File: src/shared/pegp_pkg.sv
package pegp_pkg;
    localparam int PEGP_WIDTH = 8;
    localparam int PEGP_ADDR_W = 12;
    localparam int PEGP_DATA_W = 32;

    typedef logic [PEGP_WIDTH-1:0] pegp_byte_t;
    typedef logic [PEGP_ADDR_W-1:0] pegp_addr_t;
    typedef logic [PEGP_DATA_W-1:0] pegp_word_t;

    // register byte offsets
    localparam pegp_addr_t PEGP_OFF_DIR = 12'h000;
    localparam pegp_addr_t PEGP_OFF_OUT = 12'h004;
    localparam pegp_addr_t PEGP_OFF_PIN = 12'h008;
    localparam pegp_addr_t PEGP_OFF_PULL = 12'h00c;

    // reset values
    localparam pegp_byte_t PEGP_RST_DIR = 8'h00;
    localparam pegp_byte_t PEGP_RST_OUT = 8'h00;
    localparam pegp_byte_t PEGP_RST_PULL = 8'h00;

    // operating mode codes
    localparam logic [2:0] PEGP_MODE_EXT_LO = 3'h4;
    localparam logic [2:0] PEGP_MODE_EXT_HI = 3'h6;
    localparam logic [2:0] PEGP_MODE_SINGLE = 3'h7;

    // synchroniser depth on pin inputs
    localparam int PEGP_SYNC_STAGES = 2;

    typedef enum logic [2:0] {
        PEGP_SEL_NONE,
        PEGP_SEL_DIR,
        PEGP_SEL_OUT,
        PEGP_SEL_PIN,
        PEGP_SEL_PULL
    } pegp_sel_e;

    typedef struct packed {
        pegp_byte_t dir;
        pegp_byte_t out;
        pegp_byte_t pull;
    } pegp_cfg_s;

    typedef struct packed {
        pegp_byte_t out;
        pegp_byte_t oe_n;
        pegp_byte_t pull;
    } pegp_pad_s;
endpackage

File: src/logic/pegp_port.sv
// The APB register port and the register addresses were chosen for this implementation.
`timescale 1ns/1ps
`default_nettype none
// Notes on behaviour
// - port pin with direction bit 1 drives out, 0 is input.
// - 16-bit bus in modes 4-6 ignores direction bits, pins join data bus.
// - in 16-bit bus mode pin n is bidirectional data line n.
// - eight-bit output data register, read/write, resets to zero.
// - pin read gives data bit if direction 1, else live pin level.
// - eight-bit pull-up control register, resets zero, 1 requests pull-up.
// - pull-ups usable only in 8-bit modes 4-6 or mode 7, per bit; here usable in every mode except full-variant 16-bit modes 4-6.
// - pull-up on exactly when direction 0 and pull-up bit 1.
// - pull-ups forced off for bus lines and for output pins always.
// - reduced variant pins are plain I/O, direction bit only, no bus.
// - direction bits write-only, reset to zero, so pins start as inputs.
module pegp_port
    import pegp_pkg::*;
#(
    parameter int WIDTH = PEGP_WIDTH
) (
    input wire logic clk_i,
    input wire logic sys_rst_i,
    input wire logic psel_i,
    input wire logic penable_i,
    input wire logic pwrite_i,
    input wire pegp_pkg::pegp_addr_t paddr_i,
    input wire pegp_pkg::pegp_word_t pwdata_i,
    input wire logic [3:0] pstrb_i,
    output logic pready_o,
    output pegp_pkg::pegp_word_t prdata_o,
    output logic pslverr_o,
    input wire logic [2:0] op_mode_i,
    input wire logic bus16_i,
    input wire logic reduced_variant_i,
    input wire pegp_pkg::pegp_byte_t bus_dout_i,
    input wire logic bus_drive_i,
    output pegp_pkg::pegp_byte_t bus_din_o,
    input wire pegp_pkg::pegp_byte_t pin_in_i,
    output pegp_pkg::pegp_byte_t pin_out_o,
    output pegp_pkg::pegp_byte_t pin_oe_n_o,
    output pegp_pkg::pegp_byte_t pullup_en_o
);
    import pegp_pkg::*;

    if (WIDTH != PEGP_WIDTH) begin : g_width_check
        $error("pegp_port: only an eight-bit port is supported");
    end

    // the synchroniser is built with two flops only
    if (PEGP_SYNC_STAGES != 2) begin : g_sync_check
        $error("pegp_port: pin synchroniser has exactly two stages");
    end

    function automatic pegp_sel_e reg_sel(input pegp_addr_t a);
        unique case (a)
            PEGP_OFF_DIR: reg_sel = PEGP_SEL_DIR;
            PEGP_OFF_OUT: reg_sel = PEGP_SEL_OUT;
            PEGP_OFF_PIN: reg_sel = PEGP_SEL_PIN;
            PEGP_OFF_PULL: reg_sel = PEGP_SEL_PULL;
            default: reg_sel = PEGP_SEL_NONE;
        endcase
    endfunction

    pegp_cfg_s cfg_ff;
    pegp_cfg_s nxt_cfg;
    pegp_pad_s pad_ff;
    pegp_pad_s nxt_pad;
    pegp_byte_t pin_sync;
    pegp_byte_t pin_view;
    logic pready_ff;
    logic pslverr_ff;
    pegp_word_t prdata_ff;
    pegp_byte_t bus_din_ff;
    logic bus_owned;
    logic access;
    logic wr_done;
    pegp_sel_e sel;

    pegp_sync #(
        .WIDTH(WIDTH)
    ) u_pin_sync (
        .clk_i(clk_i),
        .sys_rst_i(sys_rst_i),
        .d_i(pin_in_i),
        .q_o(pin_sync)
    );

    // bus owns the pins only in 16-bit modes 4-6 on the full variant
    assign bus_owned = !reduced_variant_i && bus16_i && (op_mode_i >= PEGP_MODE_EXT_LO)
        && (op_mode_i <= PEGP_MODE_EXT_HI);
    assign sel = reg_sel(paddr_i);
    assign access = psel_i && penable_i;
    // one wait state so every answer comes from a flop
    assign wr_done = access && pready_ff && pwrite_i && pstrb_i[0];

    // output data shows for outputs, synchronised level for inputs
    assign pin_view = (cfg_ff.dir & cfg_ff.out) | (~cfg_ff.dir & pin_sync);

    always_comb begin
        nxt_cfg = cfg_ff;
        if (wr_done) begin
            unique case (sel)
                PEGP_SEL_DIR: nxt_cfg.dir = pwdata_i[7:0];
                PEGP_SEL_OUT: nxt_cfg.out = pwdata_i[7:0];
                PEGP_SEL_PULL: nxt_cfg.pull = pwdata_i[7:0];
                PEGP_SEL_PIN, PEGP_SEL_NONE: nxt_cfg = cfg_ff;
            endcase
        end
    end

    always_ff @(posedge clk_i) begin
        if (sys_rst_i) begin
            cfg_ff.dir <= PEGP_RST_DIR;
            cfg_ff.out <= PEGP_RST_OUT;
            cfg_ff.pull <= PEGP_RST_PULL;
        end else begin
            cfg_ff <= nxt_cfg;
        end
    end

    // pads follow the next register values so a write shows one cycle on
    for (genvar n = 0; n < WIDTH; n++) begin : g_pin
        always_comb begin
            if (bus_owned) begin
                nxt_pad.out[n] = bus_dout_i[n];
                nxt_pad.oe_n[n] = !bus_drive_i;
                nxt_pad.pull[n] = 1'b0;
            end else begin
                nxt_pad.out[n] = nxt_cfg.out[n];
                nxt_pad.oe_n[n] = !nxt_cfg.dir[n];
                nxt_pad.pull[n] = !nxt_cfg.dir[n] && nxt_cfg.pull[n];
            end
        end
    end

    always_ff @(posedge clk_i) begin
        if (sys_rst_i) begin
            pad_ff.out <= PEGP_RST_OUT;
            pad_ff.oe_n <= 8'hff;
            pad_ff.pull <= 8'h00;
        end else begin
            pad_ff <= nxt_pad;
        end
    end

    always_ff @(posedge clk_i) begin
        if (sys_rst_i) begin
            bus_din_ff <= 8'h00;
        end else begin
            bus_din_ff <= pin_sync;
        end
    end

    always_ff @(posedge clk_i) begin
        if (sys_rst_i) begin
            pready_ff <= 1'b0;
            pslverr_ff <= 1'b0;
            prdata_ff <= '0;
        end else if (access && !pready_ff) begin
            pready_ff <= 1'b1;
            pslverr_ff <= (sel == PEGP_SEL_NONE);
            unique case (sel)
                PEGP_SEL_OUT: prdata_ff <= {24'h000000, cfg_ff.out};
                PEGP_SEL_PIN: prdata_ff <= {24'h000000, pin_view};
                PEGP_SEL_PULL: prdata_ff <= {24'h000000, cfg_ff.pull};
                // direction is write-only and reads as zero
                PEGP_SEL_DIR, PEGP_SEL_NONE: prdata_ff <= '0;
            endcase
        end else begin
            pready_ff <= 1'b0;
            pslverr_ff <= 1'b0;
            prdata_ff <= '0;
        end
    end

    assign pready_o = pready_ff;
    assign pslverr_o = pslverr_ff;
    assign prdata_o = prdata_ff;
    assign bus_din_o = bus_din_ff;
    assign pin_out_o = pad_ff.out;
    assign pin_oe_n_o = pad_ff.oe_n;
    assign pullup_en_o = pad_ff.pull;
endmodule
`default_nettype wire

File: src/logic/pegp_sync.sv
`timescale 1ns/1ps
`default_nettype none
module pegp_sync #(
    parameter int WIDTH = 8
) (
    input wire logic clk_i,
    input wire logic sys_rst_i,
    input wire logic [WIDTH-1:0] d_i,
    output logic [WIDTH-1:0] q_o
);
    logic [WIDTH-1:0] meta_ff;
    logic [WIDTH-1:0] sync_ff;

    // first stage feeds only the second
    always_ff @(posedge clk_i) begin
        if (sys_rst_i) begin
            meta_ff <= '0;
            sync_ff <= '0;
        end else begin
            meta_ff <= d_i;
            sync_ff <= meta_ff;
        end
    end

    assign q_o = sync_ff;
endmodule
`default_nettype wire

File: config.mk
export PLATFORM = sky130hd
export DESIGN_NAME = pegp_port
export DESIGN_NICKNAME = d
export VERILOG_FILES = /design/src/shared/pegp_pkg.sv /design/src/logic/pegp_port.sv /design/src/logic/pegp_sync.sv
export SDC_FILE = /design/constraint.sdc
export NUM_CORES = 1
export LEC_CHECK = 0
export BUFFER_PORTS_ARGS = -buffer_cell sky130_fd_sc_hd__buf_2
export CAP_MARGIN = 20
export CORE_MARGIN = 8
export CORE_UTILIZATION = 30
export DETAILED_ROUTE_END_ITERATION = 10
export SLEW_MARGIN = 20
export SYNTH_ARGS = -nofsm -noshare
export SYNTH_HDL_FRONTEND = slang
export SYNTH_SLANG_ARGS = --single-unit
File: constraint.sdc
create_clock -name clk_i -period 2 [get_ports clk_i]
set_input_delay 0.6 -clock clk_i [delete_from_list [all_inputs] [get_ports clk_i]]
set_output_delay 0.6 -clock clk_i [all_outputs]
set_load 0.005 [all_outputs]
# After elaboration in Yosys (flattened, before gate mapping)
# Index checks and enable logic that the tools add are counted.
# W data, S select, Z words.
# word_totals
rom_bits	0
mem_bits_rw	0
latchBits	0
input_bits	75
elab_cells	81
ff_bits	106
mem_count	0
# classes
n_addsub	0
n_reduce_logical	32
eq_ne	7
mul	0
magnitude_cmp	2
shift	0
n_mux	23
div	0
bitwise	5
# op_table
op	n
$pmux W32 S4	1
$eq A12 B4 Y1 const B	2
$mux W24	1
$mux W8	3
$mux W1	17
$and A8 B8 Y8	2
$logic_and A1 B1 Y1	16
$eq A12 B3 Y1 const B	1
$logic_not A12 Y1	1
$pmux W3 S4	1
$logic_not A1 Y1	11
$not A8 Y8	1
$or A8 B8 Y8	1
$eq A3 B2 Y1 const B	2
$reduce_or A2 Y1	3
$eq A3 B1 Y1 const B	1
$eq A3 B3 Y1 const B	1
$ge A3 B3 Y1 const B	1
$le A3 B3 Y1 const B	1
$logic_not A3 Y1	1
$not A1 Y1	1

# Depth between registers and ports, before layout
# Gate-level depths: netlist (run 1).
# depth
ltp_word	7
depth_mapped	6
mapped_depth_nobuf	5

# Modules after synthesis
# Synthesis (run 1) repeated with hierarchy kept, for this count alone.
# hier_totals
cells_unflattened	298
area_unflattened_um2	3115.5
# modules_own_cells
mod	n_inst	seq_area_each_um2	area_each_um2	cells_each
pegp_port	1	1321.3	2651.3	265
pegp_sync	1	320.3	464.2	33

# Worst setup path after synthesis (run 1)
# No wires, ideal clock.
# synth_timing
path_kind	input to register
from	input port paddr_i[1]
to	register pad_ff, in the netlist pullup_en_o[7]
slack_ns	-0.058
stages	5
path_buffers	0
arrival_ns	1.998
cell_sequence	nor4_4 nand3_2 nor4_4 mux2i_1 and3_1
# synth_between
elab_chain_cells	7
word_cells_on_any_way	12
cone_classes	5 x eq/ne; 4 x mux; 3 x reduce/logical
# synth_rtl
element	line	source
from (decl)	pegp_port.sv:26	input wire pegp_pkg::pegp_addr_t paddr_i,
$eq A12 B4 Y1, or another cell as far along	pegp_port.sv:55	unique case (a)
$pmux W3 S4 (*)	pegp_port.sv:55	
$eq A3 B1 Y1	pegp_port.sv:102	unique case (sel)
$mux W8	pegp_port.sv:102	
$mux W24 (*)	pegp_port.sv:101	if (wr_done) begin
$logic_not A1 Y1	pegp_port.sv:131	nxt_pad.pull[n] = !nxt_cfg.dir[n] && nxt_cfg.pull[n];
$logic_and A1 B1 Y1 (*)	pegp_port.sv:131	
to (signal assigned)	pegp_port.sv:142	pad_ff <= nxt_pad;
to (decl)	pegp_port.sv:66	pegp_pad_s pad_ff;
# Mark *: on every way between the ends. The rest lies on a longest branch, timed or not.
# A chain may end at the register's enable or synchronous reset.

# Final worst setup path (run 1)
# layout_timing
from	input port paddr_i[1]
to	register pad_ff, in the netlist pullup_en_o[6]
# The elaborated chain is that of the path after synthesis.

==> results of run 1 <==
registers in the layout (all words and copies together), names as in the netlist:
register	count
cfg_ff	24
bus_din_o	8
pin_oe_n_o	8
pin_out_o	8
prdata_o	8
pullup_en_o	8
u_pin_sync.meta_ff	8
u_pin_sync.q_o	8
pready_o	1
pslverr_o	1
logic make-up (layout without fill, tap and decap cells):
kind of cell | count (synthesis) | in the layout | share of synthesized area [%]
AOI/OAI and AO/OA | 25 | 25 | 6.13
buffers and inverters | 38 | 119 | 7.64
DFF | 82 | 82 | 53.6
muxes | 40 | 40 | 13.7
other | 1 | 24 | 0.123
and+or+nand+nor | 98 | 98 | 18.7
through the flow:
step | area (um2) | cells | TNS [ns] | util [%]
detailed placement | 3650 | 508 | -5.75 | 36.2
CTS | 3870 | 524 | 0 | 38.3
finish | 3870 | 524 | 0 | 38.4
floorplan | 3150 | 307 | -0.672 | -
global placement | 3650 | 508 | -5.10 | 36.2
global route | 3870 | 524 | 0 | 38.4
power by group through the flow:
stage	combinational, mW	sequential, mW	clock (mW)
after floorplan	0.120	1.71	0
after global placement	0.182	1.71	0
after detailed placement	0.185	1.71	0
after CTS	0.186	1.67	1.36
after global routing	0.208	1.67	1.44
final	0.185	1.67	1.31
cells in the mapped netlist:
cell / n / share of area (%)
a211oi_1: 8 / 2.0
a21o_1: 8 / 2.0
a22oi_1: 8 / 2.0
and2_1: 1 / 0.20
and3_1: 10 / 2.0
and4_1: 1 / 0.29
buf_1: 1 / 0.12
buf_2: 1 / 0.16
buf_4: 24 / 5.9
clkbuf_1: 12 / 1.5
conb_1: 1 / 0.12
dfxtp_1: 82 / 54
mux2_2: 16 / 5.9
mux2i_1: 24 / 7.8
nand2_1: 4 / 0.49
nand2b_1: 16 / 3.3
nand3_1: 1 / 0.16
nand3_2: 1 / 0.33
nand4b_1: 1 / 0.29
nor2_1: 33 / 4.0
nor2b_1: 25 / 5.1
nor3_1: 1 / 0.16
nor3b_1: 1 / 0.25
nor4_4: 3 / 2.1
o21bai_1: 1 / 0.25
final timing paths:
| check | from | end | slack [ns] | depth (start not counted) |
|---|---|---|---|---|
| hold reg to reg | u_pin_sync.meta_ff[1] | u_pin_sync.q_o[1] | 0.43 | 1 |
| setup / recovery | paddr_i[1] | pullup_en_o[6] | 0.11 | 7 |
| hold / removal | u_pin_sync.meta_ff[1] | u_pin_sync.q_o[1] | 0.43 | 1 |
| setup reg to reg | pready_o | pin_out_o[7] | 0.50 | 5 |
layout by cell type, fill, tap and decap left out, drive strengths merged:
master / n
clkinv: 2
dfxtp: 82
nor3: 1
buf: 103
mux2: 16
o21bai: 1
mux2i: 24
nor3b: 1
nand3: 2
nor2: 33
bufinv: 2
nand4b: 1
nor2b: 25
nand2: 4
a22oi: 8
clkbuf: 11
conb: 24
and3: 10
nor4: 3
clkinvlp: 1
and4: 1
nand2b: 16
a21o: 8
a211oi: 8
and2: 1
final cells by class:
class                      count  area share, %
sequential                    82           42.4
multi-input combinational    187           33.0
timing repair buffer         103           14.5
tap                          136           4.39
clock buffer                  11           3.65
clock inverter                 5           2.00
worst max-delay path, stage by stage:
cell and delay (ns):
buf_2 0.11, nor4_4 0.29, nand3_2 0.15, nor4_4 0.28, buf_4 0.23, mux2i_1 0.30, and3_1 0.20
metal layers:
layer | GRT usage [%] | share of wire (%) | vias to the layer above
met1 | 13.1 | 42 | 1038
li1 | - | - | 1103
met5 | 0 | 0 | -
met2 | 19.3 | 46 | 89
met4 | 6.40 | 2.8 | 0
met3 | 4.26 | 8.6 | 12
==> reports/results.txt, run 1 <==
register area = 1640 um2
Area Growth Syn to Fin = 26.6%
status = complete, no violations
Worst Path Arrival = 2.18 ns
Final period util = 94.3%
pre-CTS WS = -0.244 ns
global-route wire length before repair = 12000 um
Detailed Route Iter0 Violations = 61
CP Class = in2reg
CTS buffer count = 9
sequential power share = 52.7%
Final Max Slew Viols = 0
Switch Pwr = 0.689 mW
startpoint types = input pin
worst-margin pin slew = 0.898 ns
synthesized area = 3060 um2
Seq/Total Area, Yosys = 53.6%
Gate Count Post-Synth = 284
# DRC = 0
Clk Latency, worst-skew pair = 0.36 ns
Final Power = 3.17 mW
I/O Buffers = 89
Hold Crit Class = reg2reg
min Tclk post-route = 1.89 ns
Comb pwr share = 5.8%
Leak = 1.75 nW
Routed WL = 7630 um
Clock Path Buffers = 2
Synth Area per Inst = 10.8 um2
Synth warnings = 0
cts repair resizes = 0
Final Hold Violating Endpoints = 0
io pins = 141
Final Wtd Congestion = 0.773
Routed Antenna Nets = 0
antenna cells = 0
synthesized flop and latch total = 82
DIE AREA = 13700 um2
internal power = 2.48 mW
Post-CTS Setup Bufs = 0
gr ovfl total = 0
Final #Nets = 458
RSZ-0062 raised after global routing = no
max_cap viols = 0
Initial Utilization = 30.3%
Clock Power Share = 41.5%
worst-path fanout max = 5
post-DP HPWL = 5700 um
initial antenna violation count = 0
hold-fix buffers at CTS = 0
vias = 2242
clock root buffer = clkbuf_8
CTS sink count = 82
CP Capture Type = register
P per Cell Area = 818 nW/um2
die height = 117 um
vias in the first global route = 2449
Slew Limit Headroom = 40.0%
switch share = 21.8%
Worst EP required = 2.30 ns
via density per instance = 4.28
final setup fails = 0
htree depth = 3
area of the multi-input gates = 1280 um2
largest net degree at the start of global routing = 33
total track usage = 11.8%
peak supply drop = 256 uV
TritonRoute pass-1 iters = 4
CTS tree = built
# rows = 37
core area = 10100 um2
f_max = 530 MHz
Final WS setup = 0.115 ns
Setup Skew = 0.0119 ns
Die X = 117 um
Worst-path clk slew = 0.08 ns
Netlist cell types = 25
Final Hold Slack = 0.434 ns
routed length per instance = 14.6 um
layout cells sized above 1 = 36.1%
Fillers = 1042
Power figures use the tool's default switching activity.
==> inputs of run 2 (changes only) <==
--- a/config.mk
+++ b/config.mk
@@ -10,7 +10,9 @@
 export CORE_MARGIN = 8
 export CORE_UTILIZATION = 30
 export DETAILED_ROUTE_END_ITERATION = 10
+export MAX_ROUTING_LAYER = met4
 export SLEW_MARGIN = 20
 export SYNTH_ARGS = -nofsm -noshare
 export SYNTH_HDL_FRONTEND = slang
+export SYNTH_HIERARCHICAL = 1
 export SYNTH_SLANG_ARGS = --single-unit
==> run 2 against run 1 <==
  * Hold slack gained 0.0069 ns
  * Global-route usage shrank 0.43 points
  * Total power shrank 5.0%
  * Critical path depth is the same
  * Cell count grew 3.2%
  * Clock power shrank 13%
  * Clock skew shrank 0.0026 ns
  * Largest power group unchanged
  * The flow now finishes with violations (setup timing)
  * Synthesized cell count grew 4.9%
==> reports/results.txt, run 2 <==
vias in the first global route = 2337 (-4.6%)
f_max = 496 MHz (-6.5%)
# rows = 37 (unchanged)
reg2reg start = pready_o
Final Core Density = 40.0% (+1.6 points)
Final Max Slew Viols = 0 (unchanged)
Clk Latency, worst-skew pair = 0.35 ns (about the same)
placed cells = 525 (+3.3%)
ranking of synthesized cells by area = dfxtp_1 (53%), mux2i_1 (9.6%), buf_4 (5.8%), nor2_1 (4.7%), a2bb2oi_1 (3.9%)
clock root buffer = clkbuf_8
worst r2r path cells = 6 (+1)
io pins = 141 (unchanged)
CP Class = in2reg
Switch Pwr = 0.693 mW (+0.47%)
Worst Path Arrival = 2.25 ns (+0.07 ns)
max_cap viols = 0 (unchanged)
CP startpoint = paddr_i[4]
Gate Count Post-Synth = 298 (+4.9%)
post-DP HPWL = 5780 um (+1.4%)
Final WS setup = -0.0162 ns (-0.131 ns)
Area Growth Syn to Fin = 30.8%
total track usage = 11.3% (-0.43 points)
switch share = 23.0% (+1.3 points)
internal power = 2.32 mW (-6.5%)
pre-CTS WS = -0.466 ns (-0.222 ns)
Worst-path clk slew = 0.08 ns (about the same)
startpoint types = input pin
Final Hold Violating Endpoints = 0 (unchanged)
vias = 2287 (+2.0%)
Synth Area per Inst = 10.5 um2 (-3.0%)
min Tclk post-route = 2.02 ns (+0.131 ns)
final setup fails = 4 (+4)
R2R Path End = pullup_en_o[6]
top-count cell post-synth = dfxtp_1
Clock Path Buffers = 2 (unchanged)
largest net degree at the start of global routing = 44 (+33%)
P per Cell Area = 739 nW/um2 (-9.7%)
Leak = 1.77 nW (+0.75%)
Final Instance Count excl. Fillers = 541 (+3.2%)
top_reg_cell synth = dfxtp_1
CP Capture Type = register
RSZ-0062 raised after global routing = yes
global-route wire length before repair = 12200 um (+1.8%)
most common cell after layout, fill and taps aside = buf_2
Final Wtd Congestion = 0.788 (+1.9%)
Initial Utilization = 30.6% (+0.26 points)
Routed WL = 7580 um (-0.67%)
worst path bufs/invs = 2 (unchanged)
CTS tree = built
area leader, netlist = dfxtp_1
status = finished, violations left
layout cells sized above 1 = 39.5% (+3.4 points)
CTS sink count = 82 (unchanged)
Setup Skew = 0.00935 ns (-0.00258 ns)
Synth warnings = 6 (+6)
r2r setup slk = 0.37 ns (-0.13 ns)
Largest register FFs = 24 (unchanged)
htree depth = 3 (unchanged)
CTS buffer count = 9 (unchanged)
worst-path fanout max = 8 (+3)
routed length per instance = 14.0 um (-3.8%)
setup_tns = -0.0431 ns (-0.0431 ns)
sequential power share = 55.4% (+2.7 points)
Routed Antenna Nets = 0 (unchanged)
Worst EP required = 2.23 ns (-0.07 ns)
synthesized area = 3120 um2 (+1.8%)
core area = 10200 um2 (+0.92%)
Reg with most FFs = cfg_ff
Netlist cell types = 32 (+28%)
# DRC = 0 (unchanged)
via density per instance = 4.23 (-1.2%)
Detailed Route Iter0 Violations = 84 (+38%)
synthesized flop and latch total = 82 (unchanged)
TritonRoute pass-1 iters = 4 (unchanged)
post-synth top area share = 52.7% (-0.95 points)
die height = 118 um (+0.77%)
ys async rst share = 0% (unchanged)
critical-path cell list = buf_6, or4_4, or2_4, nor4_4, buf_12, mux2i_2, a211oi_1
Post-synth top cells = dfxtp_1 (82), nor2_1 (39), mux2i_1 (30)
HP Start = u_pin_sync/meta_ff[3]
I/O Buffers = 89 (unchanged)
Seq/Total Area, Yosys = 52.7% (-0.95 points)
largest stage delay on the critical path = 0.52 ns (+0.22 ns)
Clock Power Share = 37.9% (-3.6 points)
antenna cells = 0 (unchanged)
DIE AREA = 13900 um2 (+1.6%)
Final #Nets = 475 (+3.7%)
failing checks = setup timing
commonest non-fill, non-tap cells in the layout = buf_2 (88), dfxtp_1 (82), nor2_1 (39)
Post-CTS Setup Bufs = 0 (unchanged)
EDFF count, synth = 0 (unchanged)
CP max-delay cell = or4_4
Comb pwr share = 6.7% (+0.9 points)
Worst path top cell family by delay = simple AND/OR/NAND/NOR gates
Hold Crit Class = reg2reg
Die X = 118 um (+0.77%)
hold path endpoint = u_pin_sync/q_o[3]
initial antenna violation count = 0 (unchanged)
Final period util = 101% (+6.5 points)
Final Hold Slack = 0.441 ns (+0.00694 ns)
WHS Path Cells = 1 (unchanged)
gr ovfl total = 0 (unchanged)
peak supply drop = 289 uV (+13%)
-- run 2: cells by family after synthesis --
| logic type | Yosys count | synth area share, % |
|---|---|---|
| simple gates | 109 | 19.9 |
| flops | 82 | 52.7 |
| buf+inv | 40 | 8.03 |
| compound gates | 33 | 8.63 |
| mux | 32 | 10.4 |
| xor+xnor | 1 | 0.281 |
| other cells | 1 | 0.120 |
-- run 2: worst max path at each step --
stage              endpoint  slack, ns  cells after the start
3_5_place_dp   pin_out_o[1]      -0.47                      7
3_3_place_gp   pin_out_o[1]      -0.42                      7
5_1_grt        pin_out_o[5]      -0.04                      7
6_report       pin_out_o[0]      -0.02                      7
4_1_cts        pin_out_o[0]      -0.01                      7
2_1_floorplan  pin_out_o[0]      -0.32                      5
-- run 2: area by class of cell --
cell class	count	area, um2
fill	1044	6110
sequential	82	1640
multi-input combinational	199	1410
timing repair buffer	106	654
tap	136	170
clock buffer	13	169
clock inverter	3	21.3
inverter	2	7.51
-- run 2: worst reg2reg max path, cell delays in order, from the launching register on --
cell	delay (ns)
dfxtp_1	0.36
nand3_1	0.15
nor2_1	0.21
and3_1	0.23
buf_12	0.16
mux2i_2	0.28
and3_1	0.19
-- run 2: timing repair --
action | in CTS | in global routing
hold buffers | 0 | 0
endpoints found under the setup margin | 3 | 18
pin swaps | 0 | 2
hold endpoints to repair | 0 | 0
gates resized for setup | 4 | 13
-- run 2: layer usage --
layer	vias up	GRT usage, %	part of all wire [%]
li1	1170	-	-
met1	1036	14.1	50
met2	70	16.1	43
met3	11	3.74	5.6
met4	0	5.52	2.0
met5	-	-	0
-- run 2: metrics by stage --
| stage | power, mW | area (um2) |
|---|---|---|
| after floorplan | 1.83 | 3240 |
| after global placement | 1.90 | 3810 |
| after detailed placement | 1.90 | 3810 |
| after CTS | 3.05 | 4020 |
| after global routing | 3.16 | 4080 |
| final | 3.01 | 4080 |
-- run 2: power by group through the flow --
stage	sequential [mW]	clock, mW	combinational [mW]
final	1.67	1.14	0.202
after global routing	1.67	1.27	0.222
after CTS	1.67	1.18	0.198
after detailed placement	1.71	0	0.196
after global placement	1.71	0	0.192
after floorplan	1.71	0	0.127
